$ cat config.mk
export PLATFORM = sky130hd
export DESIGN_NAME = ckm_ctrl
export DESIGN_NICKNAME = d
export VERILOG_FILES = /design/src/rtl/ckm_pkg.sv /design/src/rtl/ckm_sync.sv /design/src/rtl/ckm_clk_mon.sv /design/src/rtl/ckm_ctrl.sv
export VERILOG_INCLUDE_DIRS = /design/src /design/src/rtl
export SDC_FILE = /design/constraint.sdc
export NUM_CORES = 2
export LEC_CHECK = 0
export ABC_AREA = 1
export BUFFER_PORTS_ARGS = -buffer_cell sky130_fd_sc_hd__clkbuf_2
export CORE_ASPECT_RATIO = 1.75
export CORE_MARGIN = 10
export CORE_UTILIZATION = 33
export CTS_BUF_LIST = sky130_fd_sc_hd__clkbuf_4 sky130_fd_sc_hd__clkbuf_8
export DETAILED_ROUTE_END_ITERATION = 10
export PLACE_DENSITY = 0.56
export SYNTH_ARGS = -nofsm -noshare
export SYNTH_HDL_FRONTEND = slang
export SYNTH_SLANG_ARGS = --single-unit
$ cat constraint.sdc
create_clock -name I_CLK_SYS -period 85.4 [get_ports I_CLK_SYS]
set_input_delay 8.54 -clock I_CLK_SYS [delete_from_list [all_inputs] [get_ports I_CLK_SYS]]
set_output_delay 8.54 -clock I_CLK_SYS [all_outputs]
set_load 0.05 [all_outputs]
$ cat src/rtl/ckm_cfg.svh
// constants of the clock manager control block
`ifndef CKM_CFG_SVH
`define CKM_CFG_SVH
`define CKM_ADDR_W        7
`define CKM_DATA_W        16
`define CKM_CELL_DEPTH    128
`define CKM_CELL_RST      16'h0000
`define CKM_CLK_SYS_NS    4
// time without a reference edge before the clock counts as stopped
`define CKM_STOP_NS       1000
`define CKM_STOP_CYC      ((`CKM_STOP_NS + `CKM_CLK_SYS_NS - 1) / `CKM_CLK_SYS_NS)
// reference edges needed for lock
`define CKM_LOCK_EDGES    64
// system cycles from a phase step request to its done pulse
`define CKM_PS_NS         200
`define CKM_PS_CYC        ((`CKM_PS_NS + `CKM_CLK_SYS_NS - 1) / `CKM_CLK_SYS_NS)
// system cycles from a write to its commit into the cells
`define CKM_COMMIT_NS     40
`define CKM_COMMIT_CYC    ((`CKM_COMMIT_NS + `CKM_CLK_SYS_NS - 1) / `CKM_CLK_SYS_NS)
`endif

$ cat src/rtl/ckm_pkg.sv
// types of the clock manager control block
package ckm_pkg;
  typedef enum logic [3:0] {
    CKM_PORT_IDLE   = 4'b0001,
    CKM_PORT_READ   = 4'b0010,
    CKM_PORT_WRITE  = 4'b0100,
    CKM_PORT_COMMIT = 4'b1000
  } ckm_port_e;
  typedef logic [15:0] ckm_word_t;
  typedef logic [6:0]  ckm_addr_t;
endpackage

$ cat src/rtl/ckm_sync.sv
// three-stage synchroniser with agreement on the last two stages
`timescale 1ns/1ps
module ckm_sync (
  input  wire logic i_clk,
  input  wire logic i_rst_n,
  input  wire logic i_async,
  output logic      o_level,
  output logic      o_rise
);
  logic [2:0] sh_q;
  logic [2:0] sh_d;
  logic       lvl_q;
  logic       lvl_d;
  always_comb begin
    sh_d  = {sh_q[1:0], i_async};
    lvl_d = (sh_q[2] == sh_q[1]) ? sh_q[2] : lvl_q;
  end
  always_ff @(posedge i_clk or negedge i_rst_n) begin
    if (!i_rst_n) begin
      sh_q  <= 3'h0;
      lvl_q <= 1'b0;
    end else begin
      sh_q  <= sh_d;
      lvl_q <= lvl_d;
    end
  end
  assign o_level = lvl_q;
  assign o_rise  = lvl_d & ~lvl_q;
endmodule // ckm_sync

$ cat src/rtl/ckm_clk_mon.sv
// edge watchdog and lock counter for one sampled clock
`timescale 1ns/1ps
`include "ckm_cfg.svh"
module ckm_clk_mon (
  input  wire logic i_clk,
  input  wire logic i_rst_n,
  input  wire logic i_clear,
  input  wire logic i_edge,
  output logic      o_stopped,
  output logic      o_locked
);
  logic [15:0] idle_q;
  logic [15:0] idle_d;
  logic [7:0]  seen_q;
  logic [7:0]  seen_d;
  always_comb begin
    idle_d = idle_q;
    seen_d = seen_q;
    if (i_clear) begin
      idle_d = 16'h0000;
      seen_d = 8'h00;
    end else if (i_edge) begin
      idle_d = 16'h0000;
      if (seen_q != 8'(`CKM_LOCK_EDGES)) seen_d = seen_q + 8'h01;
    end else if (idle_q != 16'(`CKM_STOP_CYC)) begin
      idle_d = idle_q + 16'h0001;
    end else begin
      // a stopped clock loses lock and must restart counting
      seen_d = 8'h00;
    end
  end
  always_ff @(posedge i_clk or negedge i_rst_n) begin
    if (!i_rst_n) begin
      idle_q <= 16'h0000;
      seen_q <= 8'h00;
    end else begin
      idle_q <= idle_d;
      seen_q <= seen_d;
    end
  end
  assign o_stopped = (idle_q == 16'(`CKM_STOP_CYC));
  assign o_locked  = (seen_q == 8'(`CKM_LOCK_EDGES)) && !o_stopped;
endmodule // ckm_clk_mon

$ cat src/rtl/ckm_ctrl.sv
// control and status ports of the clock synthesis unit
// Function
// - control and status signals are active high except the main reset, which is active low
// - select high picks primary reference, low picks secondary
// - main reset acts asynchronously, unit reset through the synchroniser; operation resumes synchronously after release
// - lock is acquired after power-up without an extra reset
// - lock rises on alignment and drops on reference stop or lost alignment
// - a status output reports the reference clock stopped
// - a separate status output reports the feedback clock stopped
// - power down makes the unit fully inactive; O_REF_CLK_SEL still follows the select and a started port access finishes
// - seven-bit address selects one sixteen-bit cell group
// - written data go to a shadow register, committed later
// - ready says another write may start; user waits for it
// - strobe with write enable writes, without it reads
// - no port operation happens without the strobe
// - port signals are referenced to the port clock rising edge
// - phase step inputs are referenced to the phase step clock
// - unit acknowledges when the divide change completes
// - direction high increments, low decrements
// - phase step done pulses one phase step clock cycle on completion
`timescale 1ns/1ps
`include "ckm_cfg.svh"
module ckm_ctrl (
  input  wire logic        I_CLK_SYS,
  input  wire logic        I_RESET_N,
  input  wire logic        I_PRIMARY_REF_CLK,
  input  wire logic        I_SECONDARY_REF_CLK,
  input  wire logic        I_REF_SELECT,
  input  wire logic        I_FEEDBACK_CLK_IN,
  input  wire logic        I_UNIT_RESET,
  input  wire logic        I_POWER_DOWN,
  input  wire logic        I_CFG_CLK,
  input  wire logic [6:0]  I_CFG_ADDR,
  input  wire logic [15:0] I_CFG_WDATA,
  input  wire logic        I_CFG_WRITE_EN,
  input  wire logic        I_CFG_STROBE,
  input  wire logic        I_PHASE_STEP_CLK,
  input  wire logic        I_PHASE_STEP_GO,
  input  wire logic        I_PHASE_STEP_DIR,
  input  wire logic        I_DIVIDE_CHANGE_REQ,
  output logic             O_REF_CLK_SEL,
  output logic             O_LOCKED,
  output logic             O_REF_CLK_STOP_FLAG,
  output logic             O_FB_CLK_STOP_FLAG,
  output logic [15:0]      O_CFG_RDATA,
  output logic             O_CFG_READY,
  output logic             O_PHASE_STEP_DONE,
  output logic             O_DIVIDE_CHANGE_ACK,
  output logic [15:0]      O_PHASE_POS
);
  logic [1:0] rst_sync_q;
  logic       rst_n;
  always_ff @(posedge I_CLK_SYS or negedge I_RESET_N) begin
    if (!I_RESET_N) rst_sync_q <= 2'h0;
    else            rst_sync_q <= {rst_sync_q[0], 1'b1};
  end
  assign rst_n = rst_sync_q[1];

  // every outside single-bit signal except the main reset enters through the synchroniser
  logic p_rise, s_rise, fb_rise, sel_lvl, sel_n_lvl, urst_lvl, pd_lvl;
  logic cfg_clk_rise, sclk_rise, den_lvl, dwe_lvl, go_lvl, dir_lvl, req_lvl;
  ckm_sync u_s_p (.i_clk(I_CLK_SYS), .i_rst_n(rst_n),
    .i_async(I_PRIMARY_REF_CLK), .o_level(), .o_rise(p_rise));
  ckm_sync u_s_s (.i_clk(I_CLK_SYS), .i_rst_n(rst_n),
    .i_async(I_SECONDARY_REF_CLK), .o_level(), .o_rise(s_rise));
  ckm_sync u_s_fb (.i_clk(I_CLK_SYS), .i_rst_n(rst_n),
    .i_async(I_FEEDBACK_CLK_IN), .o_level(), .o_rise(fb_rise));
  // select travels inverted so that the synchroniser's reset level means primary, like the output
  ckm_sync u_s_sel (.i_clk(I_CLK_SYS), .i_rst_n(rst_n),
    .i_async(~I_REF_SELECT), .o_level(sel_n_lvl), .o_rise());
  assign sel_lvl = ~sel_n_lvl;
  ckm_sync u_s_urst (.i_clk(I_CLK_SYS), .i_rst_n(rst_n),
    .i_async(I_UNIT_RESET), .o_level(urst_lvl), .o_rise());
  ckm_sync u_s_pd (.i_clk(I_CLK_SYS), .i_rst_n(rst_n),
    .i_async(I_POWER_DOWN), .o_level(pd_lvl), .o_rise());
  ckm_sync u_s_cfg_clk (.i_clk(I_CLK_SYS), .i_rst_n(rst_n),
    .i_async(I_CFG_CLK), .o_level(), .o_rise(cfg_clk_rise));
  ckm_sync u_s_den (.i_clk(I_CLK_SYS), .i_rst_n(rst_n),
    .i_async(I_CFG_STROBE), .o_level(den_lvl), .o_rise());
  ckm_sync u_s_dwe (.i_clk(I_CLK_SYS), .i_rst_n(rst_n),
    .i_async(I_CFG_WRITE_EN), .o_level(dwe_lvl), .o_rise());
  ckm_sync u_s_sclk (.i_clk(I_CLK_SYS), .i_rst_n(rst_n),
    .i_async(I_PHASE_STEP_CLK), .o_level(), .o_rise(sclk_rise));
  ckm_sync u_s_go (.i_clk(I_CLK_SYS), .i_rst_n(rst_n),
    .i_async(I_PHASE_STEP_GO), .o_level(go_lvl), .o_rise());
  ckm_sync u_s_dir (.i_clk(I_CLK_SYS), .i_rst_n(rst_n),
    .i_async(I_PHASE_STEP_DIR), .o_level(dir_lvl), .o_rise());
  ckm_sync u_s_req (.i_clk(I_CLK_SYS), .i_rst_n(rst_n),
    .i_async(I_DIVIDE_CHANGE_REQ), .o_level(req_lvl), .o_rise());

  // buses are held steady around the port clock edge, so a three-stage copy is safe
  // same depth as the strobe path, so the fields taken are those that stood before the port clock edge
  logic [6:0]  addr_s1_q, addr_s2_q, addr_s3_q, addr_q;
  logic [15:0] wd_s1_q, wd_s2_q, wd_s3_q, wd_q;
  always_ff @(posedge I_CLK_SYS or negedge rst_n) begin
    if (!rst_n) begin
      addr_s1_q <= 7'h00;
      addr_s2_q <= 7'h00;
      addr_s3_q <= 7'h00;
      addr_q    <= 7'h00;
      wd_s1_q   <= 16'h0000;
      wd_s2_q   <= 16'h0000;
      wd_s3_q   <= 16'h0000;
      wd_q      <= 16'h0000;
    end else begin
      addr_s1_q <= I_CFG_ADDR;
      addr_s2_q <= addr_s1_q;
      addr_s3_q <= addr_s2_q;
      addr_q    <= (addr_s3_q == addr_s2_q) ? addr_s3_q : addr_q;
      wd_s1_q   <= I_CFG_WDATA;
      wd_s2_q   <= wd_s1_q;
      wd_s3_q   <= wd_s2_q;
      wd_q      <= (wd_s3_q == wd_s2_q) ? wd_s3_q : wd_q;
    end
  end

  // unit held inactive by its own reset or by power down
  logic hold;
  assign hold = urst_lvl | pd_lvl;
  logic ref_rise;
  assign ref_rise = sel_lvl ? p_rise : s_rise;

  logic ref_stop, ref_lock, fb_stop, fb_lock;
  ckm_clk_mon u_mon_ref (
    .i_clk     (I_CLK_SYS),
    .i_rst_n   (rst_n),
    .i_clear   (hold),
    .i_edge    (ref_rise),
    .o_stopped (ref_stop),
    .o_locked  (ref_lock)
  );
  ckm_clk_mon u_mon_fb (
    .i_clk     (I_CLK_SYS),
    .i_rst_n   (rst_n),
    .i_clear   (hold),
    .i_edge    (fb_rise),
    .o_stopped (fb_stop),
    .o_locked  (fb_lock)
  );

  // status registers; lock needs both clocks running and counted, no reset pulse needed
  logic lock_q, lock_d, rstop_q, rstop_d, fstop_q, fstop_d, sel_q, sel_d;
  always_comb begin
    sel_d   = sel_lvl;
    lock_d  = !hold && ref_lock && fb_lock;
    rstop_d = !pd_lvl && ref_stop;
    fstop_d = !pd_lvl && fb_stop;
  end
  always_ff @(posedge I_CLK_SYS or negedge rst_n) begin
    if (!rst_n) begin
      lock_q  <= 1'b0;
      rstop_q <= 1'b0;
      fstop_q <= 1'b0;
      sel_q   <= 1'b1;
    end else begin
      lock_q  <= lock_d;
      rstop_q <= rstop_d;
      fstop_q <= fstop_d;
      sel_q   <= sel_d;
    end
  end

  // reconfiguration port; accesses start and end on port clock rising edges, the commit countdown runs on system cycles
  logic [15:0] cells_q [0:`CKM_CELL_DEPTH-1];
  ckm_pkg::ckm_port_e st_q, st_d;
  ckm_pkg::ckm_addr_t sh_addr_q, sh_addr_d;
  ckm_pkg::ckm_word_t sh_data_q, sh_data_d, rd_q, rd_d;
  logic rdy_q, rdy_d, commit_go;
  logic [7:0] cmt_q, cmt_d;
  always_comb begin
    st_d      = st_q;
    sh_addr_d = sh_addr_q;
    sh_data_d = sh_data_q;
    rd_d      = rd_q;
    rdy_d     = rdy_q;
    cmt_d     = cmt_q;
    commit_go = 1'b0;
    if (cfg_clk_rise) rdy_d = 1'b0;
    unique case (st_q)
      ckm_pkg::CKM_PORT_IDLE: begin
        if (cfg_clk_rise && den_lvl && !hold) begin
          sh_addr_d = addr_q;
          if (dwe_lvl) begin
            sh_data_d = wd_q;
            st_d      = ckm_pkg::CKM_PORT_WRITE;
          end else begin
            st_d = ckm_pkg::CKM_PORT_READ;
          end
        end
      end
      ckm_pkg::CKM_PORT_READ: begin
        if (cfg_clk_rise) begin
          rd_d  = cells_q[sh_addr_q];
          rdy_d = 1'b1;
          st_d  = ckm_pkg::CKM_PORT_IDLE;
        end
      end
      ckm_pkg::CKM_PORT_WRITE: begin
        cmt_d = 8'(`CKM_COMMIT_CYC);
        st_d  = ckm_pkg::CKM_PORT_COMMIT;
      end
      ckm_pkg::CKM_PORT_COMMIT: begin
        // strobes arriving during commit are ignored until ready
        if (cmt_q != 8'h00) begin
          cmt_d = cmt_q - 8'h01;
        end else if (cfg_clk_rise) begin
          commit_go = 1'b1;
          rdy_d     = 1'b1;
          st_d      = ckm_pkg::CKM_PORT_IDLE;
        end
      end
    endcase
  end
  always_ff @(posedge I_CLK_SYS or negedge rst_n) begin
    if (!rst_n) begin
      st_q      <= ckm_pkg::CKM_PORT_IDLE;
      sh_addr_q <= 7'h00;
      sh_data_q <= 16'h0000;
      rd_q      <= 16'h0000;
      rdy_q     <= 1'b0;
      cmt_q     <= 8'h00;
    end else begin
      st_q      <= st_d;
      sh_addr_q <= sh_addr_d;
      sh_data_q <= sh_data_d;
      rd_q      <= rd_d;
      rdy_q     <= rdy_d;
      cmt_q     <= cmt_d;
    end
  end
  genvar gi;
  generate
    for (gi = 0; gi < `CKM_CELL_DEPTH; gi = gi + 1) begin : g_cell
      logic [15:0] cell_d;
      always_comb begin
        cell_d = (commit_go && sh_addr_q == 7'(gi)) ? sh_data_q : cells_q[gi];
      end
      always_ff @(posedge I_CLK_SYS or negedge rst_n) begin
        if (!rst_n) cells_q[gi] <= `CKM_CELL_RST;
        else        cells_q[gi] <= cell_d;
      end
    end
  endgenerate

  // phase step engine, paced by the phase step clock
  logic ps_busy_q, ps_busy_d, ps_done_q, ps_done_d, ps_dir_q, ps_dir_d;
  logic [7:0]  ps_cnt_q, ps_cnt_d;
  logic [15:0] ps_pos_q, ps_pos_d;
  always_comb begin
    ps_busy_d = ps_busy_q;
    ps_dir_d  = ps_dir_q;
    ps_cnt_d  = ps_cnt_q;
    ps_pos_d  = ps_pos_q;
    ps_done_d = ps_done_q;
    if (sclk_rise) ps_done_d = 1'b0;
    if (hold) begin
      ps_busy_d = 1'b0;
    end else if (!ps_busy_q) begin
      if (sclk_rise && go_lvl) begin
        ps_busy_d = 1'b1;
        ps_dir_d  = dir_lvl;
        ps_cnt_d  = 8'(`CKM_PS_CYC);
      end
    end else if (ps_cnt_q != 8'h00) begin
      ps_cnt_d = ps_cnt_q - 8'h01;
    end else if (sclk_rise) begin
      // position wraps freely, there is no overflow
      ps_pos_d  = ps_dir_q ? ps_pos_q + 16'h0001 : ps_pos_q - 16'h0001;
      ps_done_d = 1'b1;
      ps_busy_d = 1'b0;
    end
  end
  always_ff @(posedge I_CLK_SYS or negedge rst_n) begin
    if (!rst_n) begin
      ps_busy_q <= 1'b0;
      ps_dir_q  <= 1'b0;
      ps_cnt_q  <= 8'h00;
      ps_pos_q  <= 16'h0000;
      ps_done_q <= 1'b0;
    end else begin
      ps_busy_q <= ps_busy_d;
      ps_dir_q  <= ps_dir_d;
      ps_cnt_q  <= ps_cnt_d;
      ps_pos_q  <= ps_pos_d;
      ps_done_q <= ps_done_d;
    end
  end

  // divide change completes once the request is held, the unit is locked and the port is idle
  logic ack_q, ack_d;
  always_comb begin
    ack_d = req_lvl && lock_q && (st_q == ckm_pkg::CKM_PORT_IDLE);
  end
  always_ff @(posedge I_CLK_SYS or negedge rst_n) begin
    if (!rst_n) ack_q <= 1'b0;
    else        ack_q <= ack_d;
  end

  assign O_REF_CLK_SEL       = sel_q;
  assign O_LOCKED            = lock_q;
  assign O_REF_CLK_STOP_FLAG = rstop_q;
  assign O_FB_CLK_STOP_FLAG  = fstop_q;
  assign O_CFG_RDATA         = rd_q;
  assign O_CFG_READY         = rdy_q;
  assign O_PHASE_STEP_DONE   = ps_done_q;
  assign O_DIVIDE_CHANGE_ACK = ack_q;
  assign O_PHASE_POS         = ps_pos_q;
endmodule // ckm_ctrl

==> metrics.cfg <==
[floorplanning]
fp.dieW_um = 447
pin_count = 77
fp.dieH_um = 767
coreArea_sq_um = 318000
row_count = 274
dieArea_sq_um = 343000
initial_core_util = 0.331

[global_routing]
grt_pass1_vias = 86000
overflow = 0
grt_max_degree = 169
grtUsageTotal = 0.203
grt_antenna_before_repair = 5
grt_pass1_wl_um = 542000

[synth]
ys_types = 49
ys_seq_area_frac = 0.553
synth-seq-cells = 2326
syn_nets = 13500
yosysWarnings = 0
synth-main-ff-cell = dfrtp_1
syn_inst = 13400
synth_edf_count = 0
syn_area_sq_um = 105000
synthArstFlopShare = 1.00
postSynthAreaPerCell_sq_um = 7.84

[power]
finalPower_mw = 2.25
ir_worst_vdd_uv = 15.3
powerDensity_nw_per_um2 = 19.4
p_leak_nw = 55.5

[final_layout]
drive_above_1_share = 0.0772
syn2layout_area_growth_pct = 10.3
finalInstanceArea_sq_um = 116000
multi_input_area_sq_um = 42300
regArea_sq_um = 58200
fillerInstances = 33500
fin_nets = 13100

[clock_tree]
cts_sinks = 2326
cts_setup_buffers = 0
cts_resized = 0
cts_hold_buf = 0
cts_root_buf = clkbuf_8
cts_buffers = 369
h-tree-depth = 5
clkLatencyLatePin_ns = 1.10
cts_max_path_buffers = 4
clk_pin_slew_ns = 0.06
tritoncts = yes

[timing]
fin_crit_ns = 10.34
max_freq_mhz = 96.7
fin_worst_skew_ns = 0.0888
period_share = 0.121
rsz0062_at_grt = false
finalHoldViolCount = 0
setup_viol = 0
slew_headroom = 0.174
worst_pin_slew_ns = 1.23
drv_slew = 0
finalSetupTns_ns = 0
fin_ws_ns = 75.06

[status]
status = finished clean

[routing]
wl_um = 353000
drtIter0Drc = 7433
wl_per_cell_um = 20.3
drc = 0
num_vias = 87300
routed_via_density = 5.01
drt-pass1-iter-count = 6
antenna_left = 0

[job]
max_cap_viol_count = 0

[setup_path]
required_ns = 76.86
path_depth = 1
crit_path_top_delay_cell = dfstp_2
crit_family = flip-flops
cp.arrival_ns = 1.80
crit_path_cell_trace = clkbuf_2
start_kind = register
path_max_fanout = 1
crit_buf_inv = 1
rr_worst_depth = 17
slowest_delay_ns = 0.51
critPathCaptureType = output pin
worst-setup-path-type = register to output pin

[worst_hold_path]
hp-class = register to asynchronous set/reset pin

[placement]
numPortBuffers = 76
pre_cts_slack_ns = 76.10
dp_hpwl_um = 210000
gp_congestion = 0.883
place_area_sq_um = 108000

-- cell type report --
| type | count | share of cell area |
|---|---|---|
| sequential | 2326 | 0.502 |
| inverter | 167 | 0.00631 |
| antenna | 5 | 0.000108 |
| clock buffer | 588 | 0.0635 |
| clock inverter | 42 | 0.00303 |
| timing repair buffer | 253 | 0.0159 |
| tap | 4140 | 0.0446 |
| multi-input combinational | 9910 | 0.365 |
-- final timing paths --
kind                                           from                     endpoint  slack [ns]
max in group asynchronous                 I_RESET_N      rst_sync_q[1]$_DFF_PN0_       78.02
min in group I_CLK_SYS         wd_s1_q[9]$_DFF_PN0_         wd_s2_q[9]$_DFF_PN0_        0.33
setup / recovery            O_REF_CLK_SEL$_DFF_PN1_                O_REF_CLK_SEL       75.06
hold reg to reg             rst_sync_q[1]$_DFF_PN0_       addr_s2_q[4]$_DFF_PN0_        0.27
hold / removal              rst_sync_q[1]$_DFF_PN0_       addr_s2_q[4]$_DFF_PN0_        0.27
setup reg to reg           sh_addr_q[0]$_DFFE_PN0P_  O_CFG_RDATA[10]$_DFFE_PN0P_       79.33
-- flip-flops by register name, indices dropped and copies added, names as in the netlist, 16 cells and up, named ones only --
name and flops:
wd_s1_q 16, wd_s3_q 16, O_PHASE_POS 16, cells_q 2048, u_mon_ref.idle_q 16, sh_data_q 16, wd_q 16, O_CFG_RDATA 16
u_mon_fb.idle_q 16, wd_s2_q 16
-- cells by family after synthesis --
logic type,count (synthesis),synth area share
simple gates,7607,0.287
flops,2326,0.553
compound gates,2221,0.107
buf+inv,1190,0.0456
xor+xnor,45,0.00375
fa+ha+maj,36,0.00414
other cells,1,0.0000356
-- cells in the final DEF, fill, tap and decap left out, types with 4 or more instances in the layout --
| cell | instances |
|---|---|
| nor2_4 | 8 |
| inv_6 | 22 |
| nand3_1 | 332 |
| buf_12 | 11 |
| nor2_1 | 367 |
| nand2_1 | 6584 |
| inv_8 | 5 |
| clkbuf_8 | 473 |
| o21ai_2 | 12 |
| nand4_1 | 176 |
| a21oi_1 | 56 |
| nor3_1 | 26 |
| ha_1 | 26 |
| o21bai_1 | 4 |
| nand3b_1 | 4 |
| nor2_2 | 8 |
| clkinv_2 | 23 |
| clkinvlp_4 | 7 |
| xor2_1 | 32 |
| nor4_1 | 10 |
| diode_2 | 5 |
| nand2_4 | 63 |
| clkbuf_4 | 115 |
| maj3_1 | 9 |
| dfrtp_1 | 2321 |
| inv_1 | 141 |
| xnor2_1 | 13 |
| o21ai_1 | 1076 |
| o21ai_0 | 1056 |
| clkbuf_2 | 76 |
| nor3_4 | 12 |
| buf_4 | 166 |
-- synth_stat cells, types with 12 or more instances --
cell type | count | area share
clkbuf_1 | 728 | 0.026
buf_1 | 57 | 0.0020
nor2_1 | 377 | 0.013
buf_2 | 230 | 0.011
nor3_1 | 27 | 0.0013
ha_1 | 26 | 0.0031
nand2_1 | 6584 | 0.23
nand2_4 | 63 | 0.0067
o21ai_0 | 1056 | 0.050
nand4_1 | 176 | 0.010
xor2_1 | 32 | 0.0027
o21ai_2 | 12 | 0.0010
dfrtp_1 | 2324 | 0.55
nand3_1 | 333 | 0.016
xnor2_1 | 13 | 0.0011
o21ai_1 | 1076 | 0.051
inv_1 | 158 | 0.0056
a21oi_1 | 56 | 0.0027
-- where the power goes --
group	switching, mW	leakage (nW)	internal, mW
clock	0.465	4.11	0.553
sequential	0.00693	32.2	1.11
combinational	0.0917	19.3	0.0172
-- layer usage --
metal / vias to the layer above / part of all wire / GRT usage
met1: 42300 / 0.40 / 0.243
met2: 2282 / 0.49 / 0.346
met5: - / 0 / 0
met3: 762 / 0.049 / 0.0288
li1: 41900 / - / -
met4: 0 / 0.064 / 0.115
-- metrics by stage --
stage,instances,hold slack [ns],util
detailed placement,16800,0.312,0.341
global route,17400,0.323,0.365
global placement,16800,0.314,0.341
CTS,17400,0.301,0.365
floorplan,13400,0.331,-
finish,17400,0.272,0.365
Power figures use the tool's default switching activity.
